$ cat config.mk
export PLATFORM = sky130hd
export DESIGN_NAME = mc_test_status_regs
export DESIGN_NICKNAME = d
export VERILOG_FILES = /design/src/mc_pkg.sv /design/src/mc_test_status_regs.sv
export VERILOG_INCLUDE_DIRS = /design/src
export SDC_FILE = /design/constraint.sdc
export NUM_CORES = 1
export LEC_CHECK = 0
export BUFFER_PORTS_ARGS = -buffer_cell sky130_fd_sc_hd__buf_2
export CORE_ASPECT_RATIO = 0.7
export CORE_MARGIN = 1.5
export CORE_UTILIZATION = 38
export CTS_CLUSTER_DIAMETER = 120
export DETAILED_ROUTE_END_ITERATION = 6
export PLACE_DENSITY = 0.54
export SLEW_MARGIN = 20
export SYNTH_ARGS = -nofsm -noshare
export SYNTH_HDL_FRONTEND = slang
export SYNTH_SLANG_ARGS = --single-unit
$ cat constraint.sdc
create_clock -name i_clk -period 6.3 [get_ports i_clk]
set_clock_uncertainty 0.15 [all_clocks]
set_input_delay 1.26 -clock i_clk [delete_from_list [all_inputs] [get_ports i_clk]]
set_output_delay 1.26 -clock i_clk [all_outputs]
set_load 0.02 [all_outputs]
$ cat src/mc_cfg.svh
`ifndef MC_CFG_SVH
`define MC_CFG_SVH

// Management register addresses
`define MC_ADDR_STATUS     5'h1B
`define MC_ADDR_TEST       5'h1C

// Test-control field positions
`define MC_TC_EDGE_ALT     4
`define MC_TC_FSENSE_OFF   3
`define MC_TC_FARFLT_OFF   2
`define MC_TC_BACKUP_OFF   1
`define MC_TC_RESET        16'h0000

// Status field positions
`define MC_ST_F_LOCAL_OSC  15
`define MC_ST_F_FREQ_ERR   14
`define MC_ST_FAR_FAULT    13
`define MC_ST_C_LOCAL_OSC  12
`define MC_ST_C_FREQ_ERR   11
`define MC_ST_SEED_LOST    10
`define MC_ST_LINK_UP      9
`define MC_ST_NEG_DONE     8
`define MC_ST_C_FAST       7
`define MC_ST_C_SLOW       6
`define MC_ST_C_PACKET     5
`define MC_ST_C_BURST      4
`define MC_ST_F_FAST       3
`define MC_ST_F_SLOW       2
`define MC_ST_F_PACKET     1
`define MC_ST_F_BURST      0

// Management frame fields
`define MC_PRE_ONES        6'h20
`define MC_START           2'h1
`define MC_OP_READ         2'h2
`define MC_OP_WRITE        2'h1
`define MC_HDR_LAST        4'hD
`define MC_DATA_LAST       4'hF

// Timing
`define MC_CLK_MHZ         10
`define MC_SEED_LOSS_US    1300

`endif

$ cat src/mc_pkg.sv
package mc_pkg;

	typedef enum logic [1:0] {
		MC_PRE  = 2'h0,
		MC_HDR  = 2'h1,
		MC_TA   = 2'h3,
		MC_DATA = 2'h2
	} mc_state_t;

	typedef struct packed {
		logic pll_on_local_osc;
		logic pll_freq_error;
		logic far_fault_seen;
		logic rx_fast_detect;
		logic rx_slow_detect;
		logic packet_seen;
		logic negotiation_burst;
	} mc_fiber_t;

	typedef struct packed {
		logic pll_on_local_osc;
		logic pll_freq_error;
		logic link_up;
		logic negotiation_done;
		logic rx_fast_detect;
		logic rx_slow_detect;
		logic packet_seen;
		logic flp_burst;
		logic fiber_burst;
	} mc_copper_t;

	typedef struct packed {
		logic       mdc;
		logic       mdio;
		logic [4:0] phy_addr;
		mc_fiber_t  fiber;
		mc_copper_t copper;
		logic       filter_reset;
		logic       backup_pin;
	} mc_pins_t;

endpackage : mc_pkg

$ cat src/mc_test_status_regs.sv
// Notes on behaviour
// - Test register 0x1C fully read/write, resets zero
// - Bit 4 selects alternate transmit edge rate
// - Bit 3 turns off PLL frequency sensing
// - Bit 2 stops far-end-fault generation and detection
// - Bit 1 disables backup link over pin
// - Status register 0x1B ignores all writes
// - Bit 15: fiber PLL on local oscillator
// - Bit 14: fiber PLL frequency out of window
// - Frequency flags held off when sensing off
// - Bit 13: far-end-fault pattern seen on fiber
// - Bit 12: copper PLL on local oscillator
// - Bit 11: copper PLL frequency out of window
// - Bit 10: seed loss latched until read or seed update
// - Bit 9: link up, latched low, non-transparent
// - Bit 8: negotiation done, non-transparent only
// - Bits 7,6: copper 100/10 signal detected
// - Bit 5: copper packet latched, gated by detect
// - Bit 4: copper bursts, fiber bursts in PECL
// - Bits 3,2: fiber 100/10 signal detected
// - Bit 1: fiber packet latched, gated by detect
// - Bit 0: fiber negotiation bursts detected
// - Mode bit: one means non-transparent
// - Scrambler enable qualifies seed loss
// - PECL mode changes burst bit meaning
`timescale 1ns/1ps
`include "mc_cfg.svh"

module mc_test_status_regs
	import mc_pkg::*;
#(
	parameter int unsigned SEED_CYC = `MC_SEED_LOSS_US * `MC_CLK_MHZ
) (
	input  wire logic       i_clk,
	input  wire logic       i_rst_n,
	input  wire logic       i_ce,
	input  wire logic       i_mdc,
	input  wire logic       i_mdio,
	output logic            o_mdio,
	output logic            o_mdio_oe,
	input  wire logic [4:0] i_phy_addr,
	input  wire mc_fiber_t  i_fiber,
	input  wire mc_copper_t i_copper,
	input  wire logic       i_pll_filter_reset,
	input  wire logic       i_backup_path_pin,
	input  wire logic       i_non_transparent,
	input  wire logic       i_scrambler_enable,
	input  wire logic       i_copper_port_pecl_mode,
	input  wire logic       i_seed_update,
	output logic            o_tx_edge_rate_alt,
	output logic            o_freq_sense_off,
	output logic            o_far_fault_off,
	output logic            o_backup_path_en
);

	localparam logic [15:0] SEED_LAST = 16'(SEED_CYC - 1);
	// Reset release
	logic rst_meta, rst_n;

	always_ff @(posedge i_clk or negedge i_rst_n) begin
		if (!i_rst_n) begin
			rst_meta <= 1'b0;
			rst_n    <= 1'b0;
		end else begin
			rst_meta <= 1'b1;
			rst_n    <= rst_meta;
		end
	end

	// Pin synchronisers
	mc_pins_t pins_in, pins_meta, pins;

	always_comb begin
		pins_in.mdc          = i_mdc;
		pins_in.mdio         = i_mdio;
		pins_in.phy_addr     = i_phy_addr;
		pins_in.fiber        = i_fiber;
		pins_in.copper       = i_copper;
		pins_in.filter_reset = i_pll_filter_reset;
		pins_in.backup_pin   = i_backup_path_pin;
	end

	always_ff @(posedge i_clk or negedge rst_n) begin
		if (!rst_n) begin
			pins_meta <= '0;
			pins      <= '0;
		end else if (i_ce) begin
			pins_meta <= pins_in;
			pins      <= pins_meta;
		end
	end

	// Management frame engine
	mc_state_t   state, next_state;
	logic [5:0]  ones, next_ones;
	logic [3:0]  cnt, next_cnt;
	logic [12:0] hdr, next_hdr;
	logic [15:0] dsh, next_dsh;
	logic        is_read, next_is_read;
	logic [4:0]  reg_addr, next_reg_addr;
	logic        mdc_d, next_mdc_d;
	logic        mdio_o, next_mdio_o;
	logic        mdio_oe, next_mdio_oe;
	logic        commit, next_commit;
	logic        rd_done, next_rd_done;
	logic [15:0] test_ctrl, next_test_ctrl;
	logic [15:0] status;
	logic [13:0] word;
	logic        rise, bit_in;

	always_comb begin
		next_state     = state;
		next_ones      = ones;
		next_cnt       = cnt;
		next_hdr       = hdr;
		next_dsh       = dsh;
		next_is_read   = is_read;
		next_reg_addr  = reg_addr;
		next_mdc_d     = pins.mdc;
		next_mdio_o    = mdio_o;
		next_mdio_oe   = mdio_oe;
		next_commit    = 1'b0;
		next_rd_done   = 1'b0;
		next_test_ctrl = test_ctrl;
		rise           = pins.mdc & ~mdc_d;
		bit_in         = pins.mdio;
		word           = {hdr, bit_in};
		if (commit && reg_addr == `MC_ADDR_TEST) begin
			next_test_ctrl = dsh;
		end
		if (rise) begin
			case (state)
				MC_PRE: begin
					if (bit_in) begin
						if (ones != `MC_PRE_ONES)
							next_ones = ones + 6'h01;
					end else if (ones == `MC_PRE_ONES) begin
						next_state = MC_HDR;
						next_hdr   = 13'h0000;
						next_cnt   = 4'h1;
					end else begin
						next_ones = 6'h00;
					end
				end
				MC_HDR: begin
					next_hdr = word[12:0];
					next_cnt = cnt + 4'h1;
					if (cnt == `MC_HDR_LAST) begin
						next_cnt      = 4'h0;
						next_reg_addr = word[4:0];
						next_is_read  = word[11:10] == `MC_OP_READ;
						if (word[13:12] == `MC_START &&
						    (word[11:10] == `MC_OP_READ ||
						     word[11:10] == `MC_OP_WRITE) &&
						    word[9:5] == pins.phy_addr) begin
							next_state = MC_TA;
						end else begin
							next_state = MC_PRE;
							next_ones  = 6'h00;
						end
					end
				end
				MC_TA: begin
					next_cnt = cnt + 4'h1;
					if (cnt == 4'h0) begin
						next_mdio_oe = is_read;
						next_mdio_o  = 1'b0;
					end else begin
						next_state = MC_DATA;
						next_cnt   = 4'h0;
						case (reg_addr)
							`MC_ADDR_STATUS: next_dsh = status;
							`MC_ADDR_TEST:   next_dsh = test_ctrl;
							default:         next_dsh = 16'h0000;
						endcase
						next_mdio_o = is_read & next_dsh[15];
					end
				end
				MC_DATA: begin
					next_cnt    = cnt + 4'h1;
					next_dsh    = {dsh[14:0], bit_in};
					next_mdio_o = is_read & dsh[14];
					if (cnt == `MC_DATA_LAST) begin
						next_state   = MC_PRE;
						next_ones    = 6'h00;
						next_mdio_oe = 1'b0;
						next_mdio_o  = 1'b0;
						next_commit  = ~is_read;
						next_rd_done = is_read &&
						    reg_addr == `MC_ADDR_STATUS;
					end
				end
				default: begin
					next_state = MC_PRE;
					next_ones  = 6'h00;
				end
			endcase
		end
	end

	always_ff @(posedge i_clk or negedge rst_n) begin
		if (!rst_n) begin
			state     <= MC_PRE;
			ones      <= 6'h00;
			cnt       <= 4'h0;
			hdr       <= 13'h0000;
			dsh       <= 16'h0000;
			is_read   <= 1'b0;
			reg_addr  <= 5'h00;
			mdc_d     <= 1'b0;
			mdio_o    <= 1'b0;
			mdio_oe   <= 1'b0;
			commit    <= 1'b0;
			rd_done   <= 1'b0;
			test_ctrl <= `MC_TC_RESET;
		end else if (i_ce) begin
			state     <= next_state;
			ones      <= next_ones;
			cnt       <= next_cnt;
			hdr       <= next_hdr;
			dsh       <= next_dsh;
			is_read   <= next_is_read;
			reg_addr  <= next_reg_addr;
			mdc_d     <= next_mdc_d;
			mdio_o    <= next_mdio_o;
			mdio_oe   <= next_mdio_oe;
			commit    <= next_commit;
			rd_done   <= next_rd_done;
			test_ctrl <= next_test_ctrl;
		end
	end

	// Status latches and live word
	logic [15:0] seed_cnt, next_seed_cnt;
	logic        seed_lost, next_seed_lost;
	logic        link_drop, next_link_drop;
	logic        c_pkt, next_c_pkt;
	logic        f_pkt, next_f_pkt;
	logic        fs_gate, c_det, f_det, expired;

	always_comb begin
		fs_gate = test_ctrl[`MC_TC_FSENSE_OFF] | pins.filter_reset;
		c_det   = pins.copper.rx_fast_detect | pins.copper.rx_slow_detect;
		f_det   = pins.fiber.rx_fast_detect | pins.fiber.rx_slow_detect;
		expired = seed_cnt == SEED_LAST;
		next_seed_cnt = seed_cnt;
		if (!i_scrambler_enable || i_seed_update)
			next_seed_cnt = 16'h0000;
		else if (!expired)
			next_seed_cnt = seed_cnt + 16'h0001;
		next_seed_lost = (seed_lost & ~rd_done & ~i_seed_update) |
		    (i_scrambler_enable & expired);
		next_link_drop = (link_drop & ~rd_done) |
		    ~pins.copper.link_up;
		next_c_pkt = ((c_pkt & ~rd_done) | pins.copper.packet_seen) &
		    c_det;
		next_f_pkt = ((f_pkt & ~rd_done) | pins.fiber.packet_seen) &
		    f_det;
		status = 16'h0000;
		status[`MC_ST_F_LOCAL_OSC] = pins.fiber.pll_on_local_osc;
		status[`MC_ST_F_FREQ_ERR]  = pins.fiber.pll_freq_error &
		    ~fs_gate;
		status[`MC_ST_FAR_FAULT]   = pins.fiber.far_fault_seen &
		    ~test_ctrl[`MC_TC_FARFLT_OFF];
		status[`MC_ST_C_LOCAL_OSC] = pins.copper.pll_on_local_osc;
		status[`MC_ST_C_FREQ_ERR]  = pins.copper.pll_freq_error &
		    ~fs_gate;
		status[`MC_ST_SEED_LOST]   = seed_lost;
		status[`MC_ST_LINK_UP]     = i_non_transparent &
		    pins.copper.link_up & ~link_drop;
		status[`MC_ST_NEG_DONE]    = i_non_transparent &
		    pins.copper.negotiation_done;
		status[`MC_ST_C_FAST]      = pins.copper.rx_fast_detect;
		status[`MC_ST_C_SLOW]      = pins.copper.rx_slow_detect;
		status[`MC_ST_C_PACKET]    = c_pkt & c_det;
		status[`MC_ST_C_BURST]     = pins.copper.flp_burst |
		    (i_copper_port_pecl_mode &
		     pins.copper.fiber_burst);
		status[`MC_ST_F_FAST]      = pins.fiber.rx_fast_detect;
		status[`MC_ST_F_SLOW]      = pins.fiber.rx_slow_detect;
		status[`MC_ST_F_PACKET]    = f_pkt & f_det;
		status[`MC_ST_F_BURST]     = pins.fiber.negotiation_burst;
	end

	always_ff @(posedge i_clk or negedge rst_n) begin
		if (!rst_n) begin
			seed_cnt  <= 16'h0000;
			seed_lost <= 1'b0;
			link_drop <= 1'b0;
			c_pkt     <= 1'b0;
			f_pkt     <= 1'b0;
		end else if (i_ce) begin
			seed_cnt  <= next_seed_cnt;
			seed_lost <= next_seed_lost;
			link_drop <= next_link_drop;
			c_pkt     <= next_c_pkt;
			f_pkt     <= next_f_pkt;
		end
	end

	// Registered outputs
	logic next_edge, next_fsense, next_farflt, next_backup;

	always_comb begin
		next_edge   = test_ctrl[`MC_TC_EDGE_ALT];
		next_fsense = test_ctrl[`MC_TC_FSENSE_OFF];
		next_farflt = test_ctrl[`MC_TC_FARFLT_OFF];
		next_backup = pins.backup_pin &
		    ~test_ctrl[`MC_TC_BACKUP_OFF];
	end

	always_ff @(posedge i_clk or negedge rst_n) begin
		if (!rst_n) begin
			o_tx_edge_rate_alt <= 1'b0;
			o_freq_sense_off   <= 1'b0;
			o_far_fault_off    <= 1'b0;
			o_backup_path_en   <= 1'b0;
			o_mdio             <= 1'b0;
			o_mdio_oe          <= 1'b0;
		end else if (i_ce) begin
			o_tx_edge_rate_alt <= next_edge;
			o_freq_sense_off   <= next_fsense;
			o_far_fault_off    <= next_farflt;
			o_backup_path_en   <= next_backup;
			o_mdio             <= mdio_o;
			o_mdio_oe          <= mdio_oe;
		end
	end
endmodule : mc_test_status_regs

**Word-level counts from Yosys, hierarchy flattened**

Cells that the tools add are included.

- Flip-flop bits (word level): 146
- Bits of input ports: 32

- Equality and inequality tests: 24
- Bitwise logic cells: 38
- Reduce and logical (&&, ||, !) cells: 22
- Add/subtract/negate cells: 3
- Mux-type cells: 42

Operator list:

| operator | count |
|---|---|
| $mux W16 | 6 |
| $pmux W16 S2 | 2 |
| $mux W6 | 6 |
| $mux W13 | 2 |
| $pmux W13 S2 | 1 |
| $and A1 B1 Y1 | 21 |
| $pmux W6 S3 | 1 |
| $add A16 B1 Y16 const B | 1 |
| $eq A16 B14 Y1 const B | 1 |
| $mux W4 | 4 |
| $pmux W4 S4 | 1 |
| $ne A2 B2 Y1 const B | 7 |
| $mux W2 | 6 |
| $reduce_and A4 Y1 | 3 |
| $eq A5 B5 Y1 const B | 2 |
| $mux W1 | 10 |
| $reduce_and A5 Y1 | 2 |
| $not A1 Y1 | 9 |
| $eq A4 B4 Y1 const B | 2 |
| $or A1 B1 Y1 | 8 |
| $pmux W2 S4 | 1 |
| $reduce_and A8 Y1 | 1 |
| $reduce_and A7 Y1 | 1 |
| $add A6 B1 Y6 const B | 1 |
| 18 further kinds | 30 |

**Longest topological paths before layout**

- Depth after elaboration: 10
- Depth in mapped cells: 9

**Worst setup path before layout**

OpenSTA, ideal clock, no wires.

- Kind: input to register
- Start: in i_ce
- End: reg ones[0]
- Cell stages on the path: 6
- Setup slack: 3.559 ns
- Arrival: 2.463 ns
- Required time: 6.022 ns
- Buffers on the path: 1
- Setup time: 0.128 ns
- Path through: nand2_1 > nor2_1 > o311ai_2 > or3_1 > buf_2 > mux2_1

- Cells in the longest elaborated chain, start to end: 1

RTL lines:

| item | RTL line | RTL |
|---|---|---|
| start: declaration | mc_test_status_regs.sv:36 | `input wire logic i_ce,` |
| $reduce_and A8 Y1 (no source line) | - |  |
| end signal: assignment | mc_test_status_regs.sv:218 | `ones <= next_ones;` |
| end: declaration | mc_test_status_regs.sv:95 | `logic [5:0] ones, next_ones;` |

No other way between the ends.
A chain may end at the register's enable or synchronous reset.

**Worst setup path after layout**

Same ends and word-level chain as after synthesis.

==> flow_metrics.py <==
metrics = {
    "setup_path": {
        "r2r_end": "ones[0]",
        "path_class": "in2reg",
        "cp_max_fo": 76,
        "worstPathArrival_ps": 3490,
        "end_kind": "flip-flop",
        "crit_chain": "buf_4, nand2_1, nor2_1, o311ai_2, or3_1, mux2_1",
        "start_kind": "input port",
        "max_stage_delay_ps": 690,
        "crit_required_ps": 6450,
        "reg2reg_slack_ps": 3550,
        "cpMaxStageDelayCell": "buf_4",
        "reg2reg_from": "state[0]",
        "rr_worst_depth": 8,
    },
    "placed_design": {
        "dp_hpwl_mm": 8.891,
        "io_buffer_count": 37,
        "routabilityCongestion": 0.7972,
        "dpl_cell_area_sq_um": 7043,
    },
    "finish": {
        "multi_input_area_sq_um": 2784,
        "mostFrequentLayoutCells": "dfrtp_1 (145), mux2_2 (55), buf_2 (36)",
        "seqCellArea_sq_um": 3657,
        "final_area_sq_um": 7652,
        "drive_above_1_share_pct": 24.25,
        "insertedDiodeCount": 0,
        "synthToLayoutAreaGrowth_pct": 14.90,
        "num-nets-final": 633,
        "final_common_cell": "dfrtp_1",
        "nFillCells": 1598,
    },
    "global_route": {
        "grt.total_usage_pct": 16.04,
        "grt_pass1_wl_mm": 23.00,
        "antenna_found_initial": 0,
        "grt_max_degree": 77,
        "grt_pass1_vias": 4284,
        "grt_overflow": 0,
    },
    "synth": {
        "yosysUniqueCellTypes": 65,
        "synth_flop_cell": "dfrtp_1",
        "ys_seq_area_share_pct": 54.86,
        "ys.warnings.count": 0,
        "synth-async-reset-ratio_pct": 100.0,
        "avgSynthCellArea_sq_um": 11.96,
        "syn_nets": 601,
        "ys_seq_elements": 146,
        "synth_cells": 557,
        "syn_area_sq_um": 6660,
        "synth_edf_count": 0,
    },
    "timing": {
        "tightest_slew_ps": 913.0,
        "layout_min_cycle_time_ps": 3336,
        "post-route-period-util_pct": 52.96,
        "fmax_mhz": 299.7,
        "hold_ws_ps": 207.0,
        "finalHoldViolations": 0,
        "setup-tns-final_ps": 0,
        "maxSlewViolCount": 0,
        "grt_setup_unrepaired": "no",
        "setup_viol": 0,
        "maxSlewHeadroom_pct": 39.13,
    },
    "die": {
        "fp-row-count": 40,
        "fp.dieArea_sq_um": 18340,
        "fp.dieH_microns": 113.8,
        "start_util_pct": 38.80,
        "core_sq_um": 17170,
        "die_w_microns": 161.2,
        "ioPinCount": 38,
    },
    "min_path": {
        "hold_class": "reg2reg",
        "holdPathStages": 0,
        "holdPathEnd": "rst_n",
        "hold_start": "rst_meta",
    },
    "clocking": {
        "cts_max_path_buffers": 2,
        "cts-root-buf": "clkbuf_16",
        "clkTransAtPathRegs_ps": 60,
        "ctsResizeCount": 0,
        "cts_buffers": 17,
        "clock_sinks": 146,
        "cts-htree-levels": 4,
        "clock_latency_ps": 420,
        "cts_setup_buffers": 0,
        "cts_tree": "yes",
        "cts_hold_buf": 0,
    },
    "route": {
        "via_per_inst": 5.293,
        "vias": 4409,
        "drt_iter0_drc": 282,
        "final_antenna_net_count": 0,
        "drt-pass1-iter-count": 4,
        "wl_mm": 13.60,
        "drc": 0,
        "wire_per_inst_microns": 16.32,
    },
    "power_and_ir_drop": {
        "switching_power_uw": 822.6,
        "power.share.combinational_pct": 18.3,
        "p_per_area_nw_per_um2": 352.9,
        "intPower_mw": 1.878,
        "p_leak_nw": 3.411,
        "switching_share_pct": 30.46,
        "vdd_drop_max_uv": 136.3,
        "power_frac_clock_pct": 37.9,
        "pwr-share-seq_pct": 43.8,
    },
    "status": {
        "status": "finished, final reports clean",
    },
    "run": {
        "max_cap_viol_count": 0,
    },
}
## cell type report
class                      count  area share (%)
sequential                   146           47.79
multi-input combinational    355           36.38
clock buffer                  19           5.788
tap                          231           3.777
timing repair buffer          42           2.943
clock inverter                13           1.995
inverter                      27           1.324
## metrics by stage
| stage | setup slack [ps] | std cells | util (%) | total power, mW |
|---|---|---|---|---|
| floorplan | 1781 | 557 | - | 1.562 |
| global placement | 2603 | 801 | 41.03 | 1.677 |
| detailed placement | 2516 | 801 | 41.03 | 1.698 |
| CTS | 2971 | 833 | 44.50 | 2.739 |
| global route | 2692 | 833 | 44.58 | 2.862 |
| finish | 2964 | 833 | 44.58 | 2.701 |
## synthesized netlist by cell type (13+ instances only)
master / instances / area share, %
o31ai_1: 17 / 1.9
mux2_2: 55 / 9.3
nor2_1: 33 / 1.9
inv_1: 24 / 1.4
mux2_1: 24 / 4.1
a22o_1: 13 / 1.7
xnor2_1: 15 / 2.0
clkbuf_1: 20 / 1.1
dfrtp_1: 146 / 55
a221oi_1: 15 / 2.0
nand3_1: 17 / 1.3
nand2_1: 30 / 1.7
## kinds of logic (layout without fill, tap and decap cells)
kind of cell / Yosys count / after routing / share of synthesized area (%)
buffers and inverters: 56 / 101 / 3.551
muxes: 82 / 82 / 13.81
AOI/OAI and AO/OA: 99 / 99 / 11.70
DFF: 146 / 146 / 54.86
other: 1 / 1 / 0.05631
and+or+nand+nor: 144 / 144 / 11.53
adders and majority gates: 12 / 12 / 2.254
xor gates and xnor gates: 17 / 17 / 2.236
## routing by layer
| layer | up-vias | wire length [microns] | global-route usage (%) |
|---|---|---|---|
| met5 | - | 0 | 0 |
| met4 | 0 | 252 | 6.481 |
| met3 | 21 | 445 | 3.164 |
| met2 | 77 | 5430 | 21.18 |
| met1 | 2224 | 7466 | 25.24 |
| li1 | 2087 | - | - |
## power by group through the flow
stage,combinational [mW],sequential (mW),clock [mW]
2_1_floorplan,0.396,1.17,0
3_3_place_gp,0.483,1.19,0
3_5_place_dp,0.498,1.20,0
4_1_cts,0.499,1.18,1.06
5_1_grt,0.563,1.20,1.09
6_report,0.494,1.18,1.02
## sequential cells by signal, summed over array words and instances (netlist names), 2 cells and up
signal,cells
pins,23
seed_cnt,16
state,2
test_ctrl,16
pins_meta,25
hdr,13
dsh,16
ones,6
reg_addr,5
cnt,4
## worst max-delay path: cells and delay by family
kind | cells | cell delay [ps]
simple gates | 3 | 920
compound gates | 1 | 230
mux | 1 | 350
buf+inv | 1 | 690
## worst max path at each step
| stage | start | to | slack (ps) | cells past startpoint |
|---|---|---|---|---|
| finish | i_ce | ones[0] | 2960 | 6 |
| global route | i_ce | ones[0] | 2690 | 6 |
| CTS | i_ce | ones[0] | 2970 | 6 |
| detailed placement | i_ce | ones[0] | 2520 | 6 |
| global placement | i_ce | ones[0] | 2600 | 6 |
| floorplan | rst_n | bit_in | 1780 | 0 |
Power figures use the tool's default switching activity.
